File: src/rename_cfg.svh
/*
  Constants for the dependency tracking and rename block: field widths,
  operation codes, uop counts and port numbers.
  Assumes it is included by bare name wherever the numbers are needed.
*/
`ifndef RENAME_CFG_SVH
`define RENAME_CFG_SVH

// ============================================================
// Operation codes of decoded micro-operations
`define OP_XOR 5'h00
`define OP_SUB 5'h01
`define OP_PXOR 5'h02
`define OP_XORPS 5'h03
`define OP_XORPD 5'h04
`define OP_MOV_IMM 5'h05
`define OP_MOV 5'h06
`define OP_LEA 5'h07
`define OP_TEST 5'h08
`define OP_ADD 5'h09
`define OP_AND 5'h0a
`define OP_MOVSD_RR 5'h0b
`define OP_MOVAPD_RR 5'h0c
`define OP_MOVSD_LD 5'h0d
`define OP_MOVUPD_LD 5'h0e
`define OP_ADD_TO_MEM 5'h0f
`define OP_ADD_FROM_MEM 5'h10
`define OP_STORE 5'h11
`define OP_LOAD 5'h12

// ============================================================
// Segment selectors
`define SEG_DS 2'h0
`define SEG_SS 2'h1

// ============================================================
// Widths, ports and counts
`define SIMD_HALF 64
`define HALF_BYTES 32'h8
`define PORT_SCALAR 2'h0
`define PORT_PACKED 2'h1
`define PORT_ALU 2'h2
`define PORT_MEM 2'h3
`define LAT_SCALAR 4'h2
`define LAT_PACKED 4'h4
`define LAT_ALU 4'h1
`define LAT_MEM 4'h2
`define UOPS_ONE 3'h1
`define UOPS_MEMDST 3'h2
`define UOPS_MEMSRC_ST 3'h3
`define UOPS_UNALIGNED 3'h4
`define ADDR_ZERO 32'h0
`define SEG_SHIFT 4

`endif

File: src/rename_pkg.sv
/*
  Types shared by the rename block and its address generator.
  Assumes rename_cfg.svh supplies the numeric constants.
*/
package rename_pkg;
  typedef logic [4:0] opcode_t;
  typedef logic [1:0] seg_t;
endpackage

File: src/agu_if.sv
/*
  Carrier between the rename block and the address generator.
  Assumes both ends share the core clock.
*/
`timescale 1ns/1ps
interface agu_if #(parameter int AW = 32, parameter int RW = 4);
  logic [AW-1:0] reloc;
  logic [AW-1:0] imm;
  logic [AW-1:0] base;
  logic [AW-1:0] index;
  logic [1:0] scale;
  logic [RW-1:0] base_reg;
  logic [AW-1:0] seg_base_ds;
  logic [AW-1:0] seg_base_ss;
  logic flat;
  logic [AW-1:0] linear;
  rename_pkg::seg_t seg;
  modport req(output reloc, imm, base, index, scale, base_reg, seg_base_ds,
    seg_base_ss, flat, input linear, seg);
  modport gen(input reloc, imm, base, index, scale, base_reg, seg_base_ds,
    seg_base_ss, flat, output linear, seg);
endinterface

File: src/agu.sv
/*
  Address generator: combines the memory reference operands and an
  optional segment base into a linear address.
  Assumes operands are stable while the request is being captured.
*/
`timescale 1ns/1ps
`include "rename_cfg.svh"
module agu #(
  parameter logic [3:0] FRAME_REG = 4'h5
) (
  agu_if.gen a
);
  // ============================================================
  // Offset sum and segment choice
  wire [31:0] offset;
  wire use_ss;
  assign offset = a.reloc + a.imm + a.base + (a.index << a.scale);
  // Frame-based references point into the stack segment unless the model is flat
  assign use_ss = !a.flat && (a.base_reg == FRAME_REG);
  assign a.seg = use_ss ? `SEG_SS : `SEG_DS;
  // Flat model ignores segment bases entirely
  assign a.linear = a.flat ? offset :
    offset + (use_ss ? a.seg_base_ss : a.seg_base_ds);
endmodule // agu

File: src/dependency_tracking_rename.sv
/*
  Dependency tracking and rename stage for decoded micro-operations.
  Classifies each uop for dependency breaking, condition-code writes,
  SIMD partial writes, port choice and uop expansion, forms its address,
  and holds younger loads behind a store with an unknown address.
  Assumes one uop per cycle from the front end, synchronous inputs.
*/
// Summary of operation
// - Address from reloc, immediate, base, scaled index
// - Segment base added in segmented model
// - Same-register xor, sub, pxor break dependency
// - Floating xor with itself keeps dependency
// - Move zero clears, flags kept; xor/sub set
// - Bit test sets flags, writes no register
// - Arithmetic sets flags; move and lea don't
// - Scalar register move writes low half only
// - Packed move full write, other port, slower
// - Scalar load zero-fills, breaks dependency
// - Unaligned packed load: two halves plus merge
// - Add to memory: one uop fewer
// - Unknown store address holds younger loads
// - Frame base selects stack segment when segmented
`timescale 1ns/1ps
`include "rename_cfg.svh"
module dependency_tracking_rename #(
  parameter int AW = 32,
  parameter int RW = 4,
  parameter logic [3:0] FRAME_REG = 4'h5
) (
  input wire logic clk,
  input wire logic rstn,
  input wire logic in_valid,
  input wire rename_pkg::opcode_t in_op,
  input wire logic [RW-1:0] in_dst,
  input wire logic [RW-1:0] in_src1,
  input wire logic [RW-1:0] in_src2,
  input wire logic in_mem,
  input wire logic in_aligned,
  input wire logic [AW-1:0] in_reloc,
  input wire logic [AW-1:0] in_imm,
  input wire logic [AW-1:0] in_base,
  input wire logic [AW-1:0] in_index,
  input wire logic [1:0] in_scale,
  input wire logic [RW-1:0] in_base_reg,
  input wire logic [AW-1:0] seg_base_ds,
  input wire logic [AW-1:0] seg_base_ss,
  input wire logic flat_model,
  input wire logic store_addr_done,
  output logic in_ready,
  output logic out_valid,
  output rename_pkg::opcode_t out_op,
  output logic [RW-1:0] out_dst,
  output logic dep_break,
  output logic dep_on_src,
  output logic zero_result,
  output logic issue_now,
  output logic flags_write,
  output logic reg_write,
  output logic write_low_only,
  output logic dep_upper,
  output logic zero_fill_upper,
  output logic [1:0] exec_port,
  output logic [3:0] latency,
  output logic [2:0] uop_count,
  output logic split_load,
  output logic merge_halves,
  output logic [AW-1:0] lin_addr,
  output logic [AW-1:0] lin_addr_hi,
  output rename_pkg::seg_t seg_used,
  output logic store_pending
);
  // ============================================================
  // Address generation
  agu_if #(.AW(AW), .RW(RW)) ag();
  assign ag.reloc = in_reloc;
  assign ag.imm = in_imm;
  assign ag.base = in_base;
  assign ag.index = in_index;
  assign ag.scale = in_scale;
  assign ag.base_reg = in_base_reg;
  assign ag.seg_base_ds = seg_base_ds;
  assign ag.seg_base_ss = seg_base_ss;
  assign ag.flat = flat_model;
  agu #(.FRAME_REG(FRAME_REG)) u_agu (
    .a(ag)
  );

  // ============================================================
  // Decode
  wire same_src;
  wire is_clear_idiom;
  wire is_fp_xor;
  wire is_mov_zero;
  wire is_load;
  wire is_store;
  wire hold_load;
  wire take;
  wire no_flags;
  wire no_reg;
  wire is_simd_op;
  assign same_src = (in_src1 == in_src2);
  // Only integer and packed-integer forms get the special support
  assign is_clear_idiom = same_src && ((in_op == `OP_XOR) ||
    (in_op == `OP_SUB) || (in_op == `OP_PXOR));
  assign is_fp_xor = (in_op == `OP_XORPS) || (in_op == `OP_XORPD);
  assign is_mov_zero = (in_op == `OP_MOV_IMM) &&
    (in_imm == `ADDR_ZERO);
  assign is_store = (in_op == `OP_STORE) || (in_op == `OP_ADD_TO_MEM);
  assign is_load = in_mem && !is_store;
  // A load behind an unresolved store waits; no bypass is tried
  assign hold_load = is_load && store_pending &&
    !store_addr_done;
  assign take = in_valid && !hold_load;
  // Moves, lea and stores leave the flags alone
  assign no_flags = (in_op == `OP_MOV_IMM) || (in_op == `OP_MOV) ||
    (in_op == `OP_LEA) || (in_op == `OP_MOVSD_RR) ||
    (in_op == `OP_MOVAPD_RR) || (in_op == `OP_MOVSD_LD) ||
    (in_op == `OP_MOVUPD_LD) || (in_op == `OP_STORE) ||
    (in_op == `OP_LOAD) || is_fp_xor || (in_op == `OP_PXOR);
  assign no_reg = (in_op == `OP_TEST) || is_store;
  assign is_simd_op = (in_op == `OP_MOVSD_RR) ||
    (in_op == `OP_MOVAPD_RR) || (in_op == `OP_MOVSD_LD) ||
    (in_op == `OP_MOVUPD_LD);

  // ============================================================
  // Port, latency and uop count selection
  logic [1:0] next_port;
  logic [3:0] next_lat;
  logic [2:0] next_uops;
  always_comb begin
    next_port = `PORT_ALU;
    next_lat = `LAT_ALU;
    next_uops = `UOPS_ONE;
    if (in_op == `OP_MOVSD_RR) begin
      next_port = `PORT_SCALAR;
      next_lat = `LAT_SCALAR;
    end else if (in_op == `OP_MOVAPD_RR) begin
      next_port = `PORT_PACKED;
      next_lat = `LAT_PACKED;
    end else if (in_op == `OP_MOVUPD_LD && !in_aligned) begin
      next_port = `PORT_MEM;
      next_lat = `LAT_MEM;
      next_uops = `UOPS_UNALIGNED;
    end else if (in_op == `OP_ADD_TO_MEM) begin
      next_port = `PORT_MEM;
      next_lat = `LAT_MEM;
      next_uops = `UOPS_MEMDST;
    end else if (in_op == `OP_ADD_FROM_MEM) begin
      next_port = `PORT_MEM;
      next_lat = `LAT_MEM;
      next_uops = `UOPS_MEMSRC_ST;
    end else if (in_mem) begin
      next_port = `PORT_MEM;
      next_lat = `LAT_MEM;
    end
  end

  // ============================================================
  // Store-address tracker: set by a store, cleared on resolution
  always_ff @(posedge clk or negedge rstn) begin
    if (!rstn) begin
      store_pending <= 1'b0;
    end else if (take && is_store) begin
      store_pending <= 1'b1;
    end else if (store_addr_done) begin
      store_pending <= 1'b0;
    end
  end

  // ============================================================
  // Output register stage
  always_ff @(posedge clk or negedge rstn) begin
    if (!rstn) begin
      in_ready <= 1'b1;
      out_valid <= 1'b0;
      out_op <= `OP_XOR;
      out_dst <= '0;
      dep_break <= 1'b0;
      dep_on_src <= 1'b0;
      zero_result <= 1'b0;
      issue_now <= 1'b0;
      flags_write <= 1'b0;
      reg_write <= 1'b0;
      write_low_only <= 1'b0;
      dep_upper <= 1'b0;
      zero_fill_upper <= 1'b0;
      exec_port <= `PORT_ALU;
      latency <= `LAT_ALU;
      uop_count <= `UOPS_ONE;
      split_load <= 1'b0;
      merge_halves <= 1'b0;
      lin_addr <= '0;
      lin_addr_hi <= '0;
      seg_used <= `SEG_DS;
    end else begin
      // Only a presented load is refused; an idle cycle keeps ready high
      in_ready <= !(in_valid && hold_load);
      out_valid <= take;
      out_op <= in_op;
      out_dst <= in_dst;
      dep_break <= is_clear_idiom || is_mov_zero ||
        (in_op == `OP_MOVSD_LD) || (in_op == `OP_MOVAPD_RR);
      dep_on_src <= !is_clear_idiom && !is_mov_zero;
      zero_result <= is_clear_idiom || is_mov_zero;
      issue_now <= is_clear_idiom;
      flags_write <= !no_flags;
      reg_write <= !no_reg;
      write_low_only <= (in_op == `OP_MOVSD_RR);
      dep_upper <= (in_op == `OP_MOVSD_RR);
      zero_fill_upper <= (in_op == `OP_MOVSD_LD);
      exec_port <= is_simd_op || in_mem ? next_port : `PORT_ALU;
      latency <= next_lat;
      uop_count <= next_uops;
      split_load <= (in_op == `OP_MOVUPD_LD) && !in_aligned;
      merge_halves <= (in_op == `OP_MOVUPD_LD) && !in_aligned;
      lin_addr <= ag.linear;
      lin_addr_hi <= ag.linear + AW'(`HALF_BYTES);
      seg_used <= ag.seg;
    end
  end
endmodule // dependency_tracking_rename

File: config.mk
export PLATFORM = sky130hd
export DESIGN_NAME = dependency_tracking_rename
export DESIGN_NICKNAME = d
export VERILOG_FILES = /design/src/rename_pkg.sv /design/src/agu_if.sv /design/src/agu.sv /design/src/dependency_tracking_rename.sv
export VERILOG_INCLUDE_DIRS = /design/src /design/src/src
export SDC_FILE = /design/constraint.sdc
export NUM_CORES = 1
export LEC_CHECK = 0
export BUFFER_PORTS_ARGS = -buffer_cell sky130_fd_sc_hd__buf_2
export CAP_MARGIN = 30
export CORE_MARGIN = 5
export CORE_UTILIZATION = 30
export DETAILED_ROUTE_END_ITERATION = 12
export GPL_ROUTABILITY_DRIVEN = 1
export SLEW_MARGIN = 25
export SYNTH_ARGS = -nofsm -noshare
export SYNTH_HDL_FRONTEND = slang
export SYNTH_HIERARCHICAL = 1
export SYNTH_SLANG_ARGS = --single-unit
File: constraint.sdc
create_clock -name clk -period 1.94 [get_ports clk]
set_clock_uncertainty 0.1 [all_clocks]
set_input_delay 0.097 -clock clk [delete_from_list [all_inputs] [get_ports clk]]
set_output_delay 0.097 -clock clk [all_outputs]
set_load 0.02 [all_outputs]
# After elaboration in Yosys (flattened, before gate mapping)
# Cells that the tools add are included.
# totals
regBits	96
latch_bits	0
ram_bits	0
rom_bits	0
inputBits	222
wordCells	113
memories	0
# op_classes
addsub	5
n_mul	0
div	0
order_cmp	0
eq_ne	18
n_shift	1
mux	23
bitwise	0
reduce_logical	46
# op_table
op	n
$add 32x32->32	4
$mux 32	2
$add 32x4->32 const B	1
$logic_not 32->1	1
$shl 32x2->32	1
$eq 5x4->1 const B	6
$logic_or 1x1->1	22
$eq 5x3->1 const B	4
$mux 2	9
$eq 5x5->1 const B	3
$mux 3	5
$logic_and 1x1->1	11
$eq 5x2->1 const B	2
$logic_not 1->1	10
$mux 1	7
$eq 5x1->1 const B	1
$logic_not 5->1	1
$eq 4x3->1 const B	1
$eq 4x4->1	1
$reduce_bool 2->1	1

# Logic depth before layout (Yosys ltp)
# Gate-level depths: netlist (run 1).
# depth
ltp_word	12
ltp_mapped	33
ltp_nobuf	31

# Modules after synthesis
# The synthesis (run 1) kept the hierarchy.
# modules_own_cells
module	n_inst	cells_per_inst	area_per_inst_um2	seq_area_each_um2
agu	1	859	6977.9	0.0
dependency_tracking_rename	1	255	3334.4	2307.2

# Least setup slack after synthesis (run 1)
# Ideal clock, no wire load.
# synth_path
kind	input -> register
start	in in_scale[0]
end	reg lin_addr_hi[31]
setup_time_ns	0.127
t_arrival_ns	7.466
slack_ns	-5.752
cell_stages	31
path_buffers	3
cell_sequence	clkbuf_1 -> buf_1 -> clkbuf_1 -> nor2_1 -> a31oi_1 -> fa_1 -> fa_1 -> inv_1 -> fa_1 -> a211oi_1 -> o21ai_0 -> o2111ai_1 -> nand2_1 -> a31oi_1 -> xnor2_1 -> ha_1 -> a21o_1 -> a21o_1 -> a21o_1 -> a21oi_1 -> nor2b_1 -> a311o_2 -> a31o_1 -> a311o_1 -> a211o_1 -> a211o_1 -> o211ai_1 -> and3_1 -> and3_1 -> nand3_1 -> xnor2_1
# synth_between
elab_chain_cells	5
# synth_lines
item	line_no	rtl
from (decl)	dependency_tracking_rename.sv:43	input wire logic [1:0] in_scale,
$shl 32x2->32 (*)	agu.sv:17	assign offset = a.reloc + a.imm + a.base + (a.index << a.scale);
$add 32x32->32 (*)	agu.sv:17	
$add 32x32->32	agu.sv:23	offset + (use_ss ? a.seg_base_ss : a.seg_base_ds);
$mux 32 (*)	agu.sv:22	assign a.linear = a.flat ? offset :
named net ag.linear[28]	agu_if.sv:16	logic [AW-1:0] linear;
$add 32x4->32 (*)	dependency_tracking_rename.sv:217	lin_addr_hi <= ag.linear + AW'(`HALF_BYTES);
to (signal assigned)	dependency_tracking_rename.sv:217	
to (decl)	dependency_tracking_rename.sv:68	output logic [AW-1:0] lin_addr_hi,
# The timed path passes the listed nets; every way through them passes the cells marked *.
# A chain may end at the register's enable or synchronous reset.

# Worst setup path in the final report (run 1)
# Ends and elaborated chain as after synthesis.

==> flow_summary.json, run 1 <==
{
  "run_status": "finished, violations left",
  "violations": "setup timing",
  "vias": 10620,
  "drv_slew": 0,
  "worst_slack_ns": -4.276,
  "numCtsBuffers": 9,
  "grt-ovfl-total": 0,
  "die_width_um": 195.4,
  "core_region_area_mm2": 0.03420,
  "synth_edf_count": 0,
  "clock_sink_count": 92,
  "grt_max_degree": 54,
  "drc": 0,
  "min_period_ns": 6.216,
  "cts_buffer_depth": 2,
  "r2r_start": "store_pending$_DFFE_PN0P_",
  "cpLargestDelayFamily": "compound AO/OA/AOI/OAI gates",
  "intPower_mw": 19.53,
  "pre_cts_ws_ns": -4.731,
  "finalHoldWorstSlack_ns": 0.02873,
  "num_rows": 68,
  "crit_required_ns": 2.08,
  "wl_per_cell_um": 15.96,
  "ys_ff_latch": 92,
  "hold_viol": 0,
  "grt_pass1_vias": 10800,
  "cp.depth": 31,
  "clkLatencyLatePin_ns": 0.37,
  "max_clock_freq_mhz": 160.9,
  "ir_drop_mv": 0.9425,
  "antenna_found_initial": 1,
  "portBuffers": 318,
  "num_io_pins": 320,
  "setup_viol": 60,
  "crit_end": "lin_addr_hi[31]$_DFF_PN0_",
  "cp_max_fo": 5,
  "slowest_stage": "fa_1",
  "clk_pin_slew_ns": 0.07,
  "start_util": 0.3015,
  "rr_worst_depth": 5,
  "startpoint": "in_scale[0]",
  "track_usage": 0.1817,
  "drv_cap": 0,
  "async_flop_share": 1.000,
  "worst_path_most_repeated_cell": "a21oi_2",
  "syn_inst": 1114,
  "drt_iter0_drc": 463,
  "sw_frac_of_total": 0.4307,
  "worst_slew_pin_slew_ns": 0.7488,
  "grt_first_pass_wirelength_mm": 56.34,
  "combinationalPowerShare": 0.859,
  "critical_path_class": "input port to register",
  "worst_setup_path_end_kind": "register",
  "cp_num_buf_inv": 4,
  "synth_flop_cell": "dfrtp_1",
  "clkPwrFrac": 0.056,
  "syn_area_per_cell_um2": 9.257,
  "final_layout_size_suffix_gt1_frac": 0.5268,
  "netlist_area_mm2": 0.01031,
  "worstHoldPathCells": 3,
  "ant_nets": 0,
  "synth-seq-area-share": 0.2237,
  "critPathMaxStageDelay_ns": 0.51,
  "setup_tns_ns": -192.63,
  "cts_root_buf": "clkbuf_16",
  "p_switching_mw": 14.77,
  "vias_per_cell": 4.685,
  "max-slew-margin-rel": 0.5008,
  "dp.cells": 2165,
  "cts_tree": "built",
  "mostFrequentLayoutCell": "buf_4",
  "rsz0062_at_grt": "yes",
  "die_height_um": 195.4,
  "h-tree-depth": 3,
  "hpwlAfterDp_mm": 29.85,
  "nNetsFinal": 2153,
  "period_share": 3.204,
  "dr.pass1.iters": 4,
  "hold_path.class": "input port to register",
  "layout.cells.non_filler": 2267,
  "rr_endpoint": "out_valid$_DFF_PN0_",
  "final_cell_mix": "buf_4, buf_2, inv_1",
  "cp-start-kind": "input port",
  "syn_to_final_growth_pct": 64.90,
  "fin_total_pwr_mw": 34.30,
  "pwr-share-seq": 0.085,
  "power.density_mw_per_mm2": 2017,
  "crit_arrival_ns": 6.36,
  "syn-num-nets": 1461,
  "leakage_nw": 8.611,
  "die-area_mm2": 0.03818,
  "yosysWarnings": 6,
  "yosysUniqueCellTypes": 83,
  "gp_congestion": 0.9404,
  "r2r_slack_ns": 0.41,
  "wl_mm": 36.18
}
-- layer usage --
metal  vias to the layer above  GRT usage  routed length [um]
met5                         -          0                  11
li1                       5280          -                   -
met3                        52    0.03157                1530
met1                      5029     0.2456               16270
met4                         2    0.04784                 804
met2                       257     0.3022               17560
-- cell usage after synthesis, drive strengths merged (5+ instances only) --
cell type / n / area (um^2)
a211o: 8 / 70.07
a211oi: 11 / 87.58
a21o: 35 / 264.0
a21oi: 64 / 320.3
a31oi: 10 / 62.56
and3: 19 / 120.1
and4: 6 / 52.55
buf: 21 / 131.4
clkbuf: 20 / 75.07
dfrtp: 88 / 2202
fa: 63 / 1261
ha: 62 / 775.7
inv: 171 / 641.9
mux2: 33 / 371.6
mux2i: 19 / 190.2
mux4: 26 / 585.6
nand2: 62 / 232.7
nand2b: 11 / 68.82
nand3: 26 / 130.1
nand4: 20 / 131.4
nor2: 50 / 190.2
nor2b: 15 / 93.84
nor3: 20 / 116.4
nor4: 14 / 102.6
o211ai: 8 / 60.06
o21a: 14 / 105.1
o21ai: 36 / 183.9
o311ai: 5 / 43.79
o31ai: 8 / 65.06
or3: 5 / 31.28
xnor2: 54 / 473.0
xor2: 38 / 332.8
-- state kept, by name, summed over array words and instances, names as in the netlist, 2 cells and up --
register     cells
seg_used         2
latency          3
exec_port        2
lin_addr        29
out_op           5
uop_count        3
out_dst          4
lin_addr_hi     32
-- worst min-delay path by stage --
| stage | from | endpoint | slack, ns |
|---|---|---|---|
| after CTS | in_op[3] | uop_count[1]$_DFF_PN0_ | 0.004 |
| final | in_base[0] | lin_addr_hi[0]$_DFF_PN0_ | 0.03 |
| after global routing | in_base_reg[1] | seg_used[0]$_DFF_PN0_ | 0.03 |
| after floorplan | rstn | dep_break$_DFF_PN0_ | -0.30 |
| after detailed placement | rstn | lin_addr[29]$_DFF_PN0_ | 0.01 |
| after global placement | rstn | lin_addr[29]$_DFF_PN0_ | -0.0005 |
-- through the flow --
stage          utilization  cell area [um^2]
2_1_floorplan            -             10610
3_3_place_gp        0.4362             14920
3_5_place_dp        0.4362             14920
4_1_cts             0.4708             16100
5_1_grt             0.4971             17000
6_report            0.4972             17010
-- timing repair --
| action | CTS | global route |
|---|---|---|
| cloned | 1 | 0 |
| endpoints found under the setup margin | 60 | 60 |
| buffers inserted | 39 | 46 |
| hold buffers | 19 | 0 |
| pin swaps | 48 | 96 |
| resized for setup | 83 | 140 |
| hold endpoints to repair | 58 | 0 |
-- final cells by class --
cell class                 instances  area (um^2)
antenna                            1        2.502
tap                              455        569.3
inverter                         171        644.4
fill                            3232        17200
multi-input combinational        810         8222
sequential                        92         2307
timing repair buffer             722         4935
clock buffer                      10        229.0
clock inverter                     6        96.34
-- power by group through the flow --
stage          sequential [mW]  clock, mW  combinational (mW)
5_1_grt                   2.99       2.07                31.8
6_report                  2.92       1.93                29.4
2_1_floorplan             3.85          0                12.4
3_5_place_dp              2.96          0                23.1
3_3_place_gp              2.97          0                22.7
4_1_cts                   2.93       1.99                25.8
-- logic make-up after synthesis --
group	count (synthesis)	synth area share
buf+inv	212	0.08226
flops	92	0.2237
xor+xnor	96	0.08687
simple gates	272	0.1416
compound gates	237	0.1560
fa+ha+maj	125	0.1975
other cells	2	0.0007283
mux	78	0.1113
-- worst min-delay path: cells and delay by family --
family	cells	cell delay, ns
buf+inv	1	0.08
fa+ha+maj	1	0.15
mux	1	0.14
Power figures use the tool's default switching activity.
==> run 2: changes to the inputs <==
- CAP_MARGIN: 30 -> 20
- clock period: 1.94 -> 5.2 ns (I/O delays scaled with it)
==> flow_summary.json, run 2 (synthesis results as in run 1) <==
{
  "fin_area_mm2": 0.01643,
  "nNetsFinal": 2105,
  "placed_area_mm2": 0.01465,
  "critPathMaxStageDelay_ns": 0.51,
  "pwr-share-seq": 0.088,
  "pre_cts_ws_ns": -1.700,
  "final_cell_mix": "buf_4, buf_2, inv_1",
  "top_regs": "lin_addr_hi (32), lin_addr (29), out_op (5)",
  "num_io_pins": 320,
  "top_register": "lin_addr_hi",
  "power.density_mw_per_mm2": 752.9,
  "crit_arrival_ns": 6.48,
  "grt_max_degree": 64,
  "hold_viol": 0,
  "grt_first_pass_wirelength_mm": 59.05,
  "cts_tree": "built",
  "leakage_nw": 8.284,
  "drv_cap": 0,
  "num_rows": 68,
  "die_width_um": 195.4,
  "drc": 0,
  "sw_frac_of_total": 0.4375,
  "largest_reg_flops": 32,
  "final_layout_size_suffix_gt1_frac": 0.5082,
  "h-tree-depth": 3,
  "cts_buffer_depth": 2,
  "mostFrequentLayoutCell": "buf_4",
  "p_switching_mw": 5.413,
  "antenna_found_initial": 7,
  "period_share": 1.221,
  "cts_root_buf": "clkbuf_16",
  "cp_max_fo": 6,
  "rr_worst_depth": 4,
  "slowest_stage": "fa_1",
  "die-area_mm2": 0.03818,
  "r2r_slack_ns": 4.16,
  "grt_pass1_vias": 11040,
  "run_status": "finished, violations left",
  "worst_setup_path_end_kind": "register",
  "wl_per_cell_um": 17.20,
  "critical_path_class": "input port to register",
  "clk_pin_slew_ns": 0.07,
  "max_clock_freq_mhz": 157.5,
  "worst_slew_pin_slew_ns": 0.7658,
  "drt_iter0_drc": 497,
  "violations": "setup timing",
  "worst_slack_ns": -1.150,
  "die_height_um": 195.4,
  "worstHoldPathCells": 2,
  "worst_path_most_repeated_cell": "a21o_1",
  "r2r_start": "store_pending$_DFFE_PN0P_",
  "clkLatencyLatePin_ns": 0.36,
  "gp_congestion": 0.9244,
  "syn_to_final_growth_pct": 59.34,
  "hold_path.class": "input port to register",
  "vias_per_cell": 4.790,
  "combinationalPowerShare": 0.852,
  "numCtsBuffers": 9,
  "start_util": 0.3015,
  "rr_endpoint": "out_valid$_DFF_PN0_",
  "min-delay-start": "in_aligned",
  "setup_viol": 37,
  "core_region_area_mm2": 0.03420,
  "min_period_ns": 6.350,
  "vias": 10650,
  "hpwlAfterDp_mm": 31.97,
  "crit_required_ns": 5.33,
  "drv_slew": 0,
  "track_usage": 0.1927,
  "ant_nets": 0,
  "rsz0062_at_grt": "yes",
  "clock_sink_count": 92,
  "cp-start-kind": "input port",
  "hold_end": "uop_count[2]$_DFF_PN0_",
  "wl_mm": 38.25,
  "ir_drop_mv": 0.3216,
  "max-slew-margin-rel": 0.4894,
  "dr.pass1.iters": 5,
  "portBuffers": 318,
  "grt-ovfl-total": 0,
  "intPower_mw": 6.959,
  "clkPwrFrac": 0.061
}
## run 2: cell types whose count changed in the layout (fill, tap and decap cells not counted), sizes merged
cell / delta
inv: -2
bufinv: +1
clkinvlp: +1
dlygate4sd3: -13
buf: -35
diode: +4
## run 2: power by group through the flow
stage | Combinational, mW | Clock (mW) | Sequential [mW]
floorplan | 4.45 | 0 | 1.44
global placement | 8.46 | 0 | 1.10
detailed placement | 8.57 | 0 | 1.10
CTS | 9.58 | 0.779 | 1.09
global route | 11.4 | 0.803 | 1.11
finish | 10.5 | 0.752 | 1.09
## run 2: how the worst max path moves through the flow
stage                                end         from  depth (start not counted)  slack [ns]
3_3_place_gp   lin_addr_hi[31]$_DFF_PN0_  in_scale[0]                         31       -1.57
4_1_cts        lin_addr_hi[24]$_DFF_PN0_  in_scale[0]                         33       -1.10
5_1_grt        lin_addr_hi[30]$_DFF_PN0_  in_scale[0]                         33       -1.41
2_1_floorplan  lin_addr_hi[31]$_DFF_PN0_  in_scale[0]                         31       -1.40
3_5_place_dp   lin_addr_hi[31]$_DFF_PN0_  in_scale[0]                         31       -1.70
6_report       lin_addr_hi[31]$_DFF_PN0_  in_scale[0]                         31       -1.15
## run 2: timing repair
item,4_1_cts,5_1_grt
resized for setup,83,101
endpoints found under the setup margin,37,41
gates cloned,1,0
pin swaps,54,53
hold buffers,6,0
hold endpoints to repair,30,0
setup buffers,42,25
## run 2: through the flow
stage          std cells  setup TNS, ns  power (mW)  hold WS [ns]  utilization
2_1_floorplan       1114         -22.90       5.890       -0.1356            -
3_3_place_gp        2145         -37.70       9.565        0.1084       0.4284
3_5_place_dp        2145         -41.59       9.676        0.1146       0.4284
4_1_cts             2205         -22.07       11.45      0.008892       0.4614
5_1_grt             2223         -32.60       13.31       0.02777       0.4804
6_report            2223         -23.06       12.37       0.04153       0.4804
## run 2: critical path: cells and delay by family
kind / cells / cell delay [ns]
compound gates: 14 / 2.89
fa+ha+maj: 5 / 1.74
simple gates: 6 / 0.72
buf+inv: 3 / 0.29
mux: 1 / 0.29
xor+xnor: 2 / 0.28
## run 2: cell type report
type | instances | area [um^2]
sequential | 92 | 2307
multi-input combinational | 810 | 8139
clock buffer | 10 | 229.0
timing repair buffer | 674 | 4418
fill | 3270 | 17770
antenna | 5 | 12.51
tap | 455 | 569.3
inverter | 171 | 645.6
clock inverter | 6 | 111.4
## run 2: routing by layer
metal,part of all wire,vias to the layer above,global-route usage
li1,-,5190,-
met1,0.43,5066,0.2582
met2,0.48,345,0.3242
met3,0.058,48,0.02433
met4,0.029,0,0.06232
met5,0,-,0
==> run 3: changes to the inputs <==
- CORE_UTILIZATION: 30 -> 40
- PLACE_DENSITY: default -> 0.67
==> flow_summary.json, run 3 (synthesis results as in run 1) <==
{
  "crit_arrival_ns": 6.61,
  "num_rows": 58,
  "grt_max_degree": 64,
  "hold_path.class": "input port to register",
  "clock_sink_count": 92,
  "cts_tree": "built",
  "hold_viol": 0,
  "clk_pin_slew_ns": 0.07,
  "drc": 0,
  "ant_nets": 0,
  "grt_first_pass_wirelength_mm": 56.14,
  "drt_iter0_drc": 760,
  "worst_slack_ns": -1.284,
  "largest_reg_flops": 32,
  "core_region_area_mm2": 0.02525,
  "drv_cap": 0,
  "drv_slew": 0,
  "clkLatencyLatePin_ns": 0.34,
  "dr.pass1.iters": 5,
  "top_regs": "lin_addr_hi (32), lin_addr (29), out_op (5)",
  "min_period_ns": 6.484,
  "nNetsFinal": 2084,
  "fin_area_mm2": 0.01624,
  "final_cell_mix": "buf_2, buf_4, inv_1",
  "finalHoldWorstSlack_ns": 0.03862,
  "die_height_um": 170.6,
  "max-slew-margin-rel": 0.4926,
  "die_width_um": 170.6,
  "syn_to_final_growth_pct": 57.52,
  "leakage_nw": 8.183,
  "numCtsBuffers": 9,
  "worst_path_most_repeated_cell": "a21o_1",
  "h-tree-depth": 3,
  "top_register": "lin_addr_hi",
  "utilization": 0.6432,
  "run_status": "finished, violations left",
  "critPathMaxStageDelay_ns": 0.53,
  "cts_root_buf": "clkbuf_16",
  "antenna_found_initial": 1,
  "track_usage": 0.2421,
  "rsz0062_at_grt": "yes",
  "wl_mm": 36.91,
  "hpwlAfterDp_mm": 29.88,
  "num_io_pins": 320,
  "gp_congestion": 0.9503,
  "cp-start-kind": "input port",
  "mostFrequentLayoutCell": "buf_2",
  "placed_area_mm2": 0.01433,
  "setup_viol": 37,
  "grt_pass1_vias": 10980,
  "wl_per_cell_um": 17.81,
  "die-area_mm2": 0.02909,
  "grt-ovfl-total": 0,
  "vias_per_cell": 5.161,
  "crit_required_ns": 5.33,
  "final_layout_size_suffix_gt1_frac": 0.5115,
  "slowest_stage": "fa_1",
  "power.density_mw_per_mm2": 770.3,
  "pre_cts_ws_ns": -1.707,
  "start_util": 0.4083,
  "vias": 10700,
  "period_share": 1.247,
  "fin_total_pwr_mw": 12.51,
  "worst_slew_pin_slew_ns": 0.7611,
  "cts_buffer_depth": 2,
  "max_clock_freq_mhz": 154.2,
  "worst_setup_path_end_kind": "register",
  "cp_max_fo": 6,
  "critical_path_class": "input port to register",
  "ir_drop_mv": 0.3937,
  "violations": "setup timing",
  "portBuffers": 318
}
==> run 3: power by group <==
group / internal [mW] / switching [mW] / leakage [nW] / total, mW
clock network: 0.379 / 0.286 / 0.144 / 0.664
registers: 1.02 / 0.0637 / 1.09 / 1.09
logic: 5.51 / 5.26 / 6.94 / 10.8
==> run 3: worst paths after layout <==
check	from	end	slack (ns)	cells after the start
max	in_scale[1]	lin_addr_hi[31]$_DFF_PN0_	-1.28	30
min	in_aligned	uop_count[2]$_DFF_PN0_	0.04	2
max reg2reg	store_pending$_DFFE_PN0P_	out_valid$_DFF_PN0_	4.17	4
min reg2reg	store_pending$_DFFE_PN0P_	store_pending$_DFFE_PN0P_	0.58	2
max in group asynchronous	rstn	lin_addr_hi[18]$_DFF_PN0_	3.62	3
min in group asynchronous	rstn	out_dst[1]$_DFF_PN0_	0.28	2
==> run 3: routing by layer <==
layer  global-route usage  part of all wire
met4              0.09757             0.038
met5                    0                 0
met1               0.3112              0.41
met2               0.4090              0.49
met3              0.03905             0.064
==> run 3: cell type report <==
type	instances	area, um^2
Clock buffer	10	229.0
Fill cell	2055	9010
Inverter	171	641.9
Tap cell	330	412.9
Multi-Input combinational cell	810	8268
Timing Repair Buffer	653	4310
Antenna cell	1	2.502
Sequential cell	92	2307
Clock inverter	6	72.57
==> run 3: critical path: cells and delay by family <==
kind / cells / cell delay (ns)
AO/OA/AOI/OAI: 15 / 3.19
adder cells (fa/ha/maj): 4 / 1.71
AND/OR/NAND/NOR: 6 / 0.67
XOR/XNOR: 2 / 0.38
multiplexers: 1 / 0.23
buffers and inverters: 2 / 0.14
==> run 3: timing repair <==
action	4_1_cts	5_1_grt
pin swaps	98	52
hold endpoints to repair	30	0
resized for setup	140	74
gates cloned	2	0
setup endpoints to repair	37	38
buffers inserted	39	19
hold buffers	6	0
==> run 3: per-stage QoR <==
| stage | TNS (ns) | instances |
|---|---|---|
| 2_1_floorplan | -22.90 | 1114 |
| 3_3_place_gp | -37.93 | 1999 |
| 3_5_place_dp | -43.58 | 1999 |
| 4_1_cts | -18.65 | 2057 |
| 5_1_grt | -35.59 | 2073 |
| 6_report | -24.88 | 2073 |
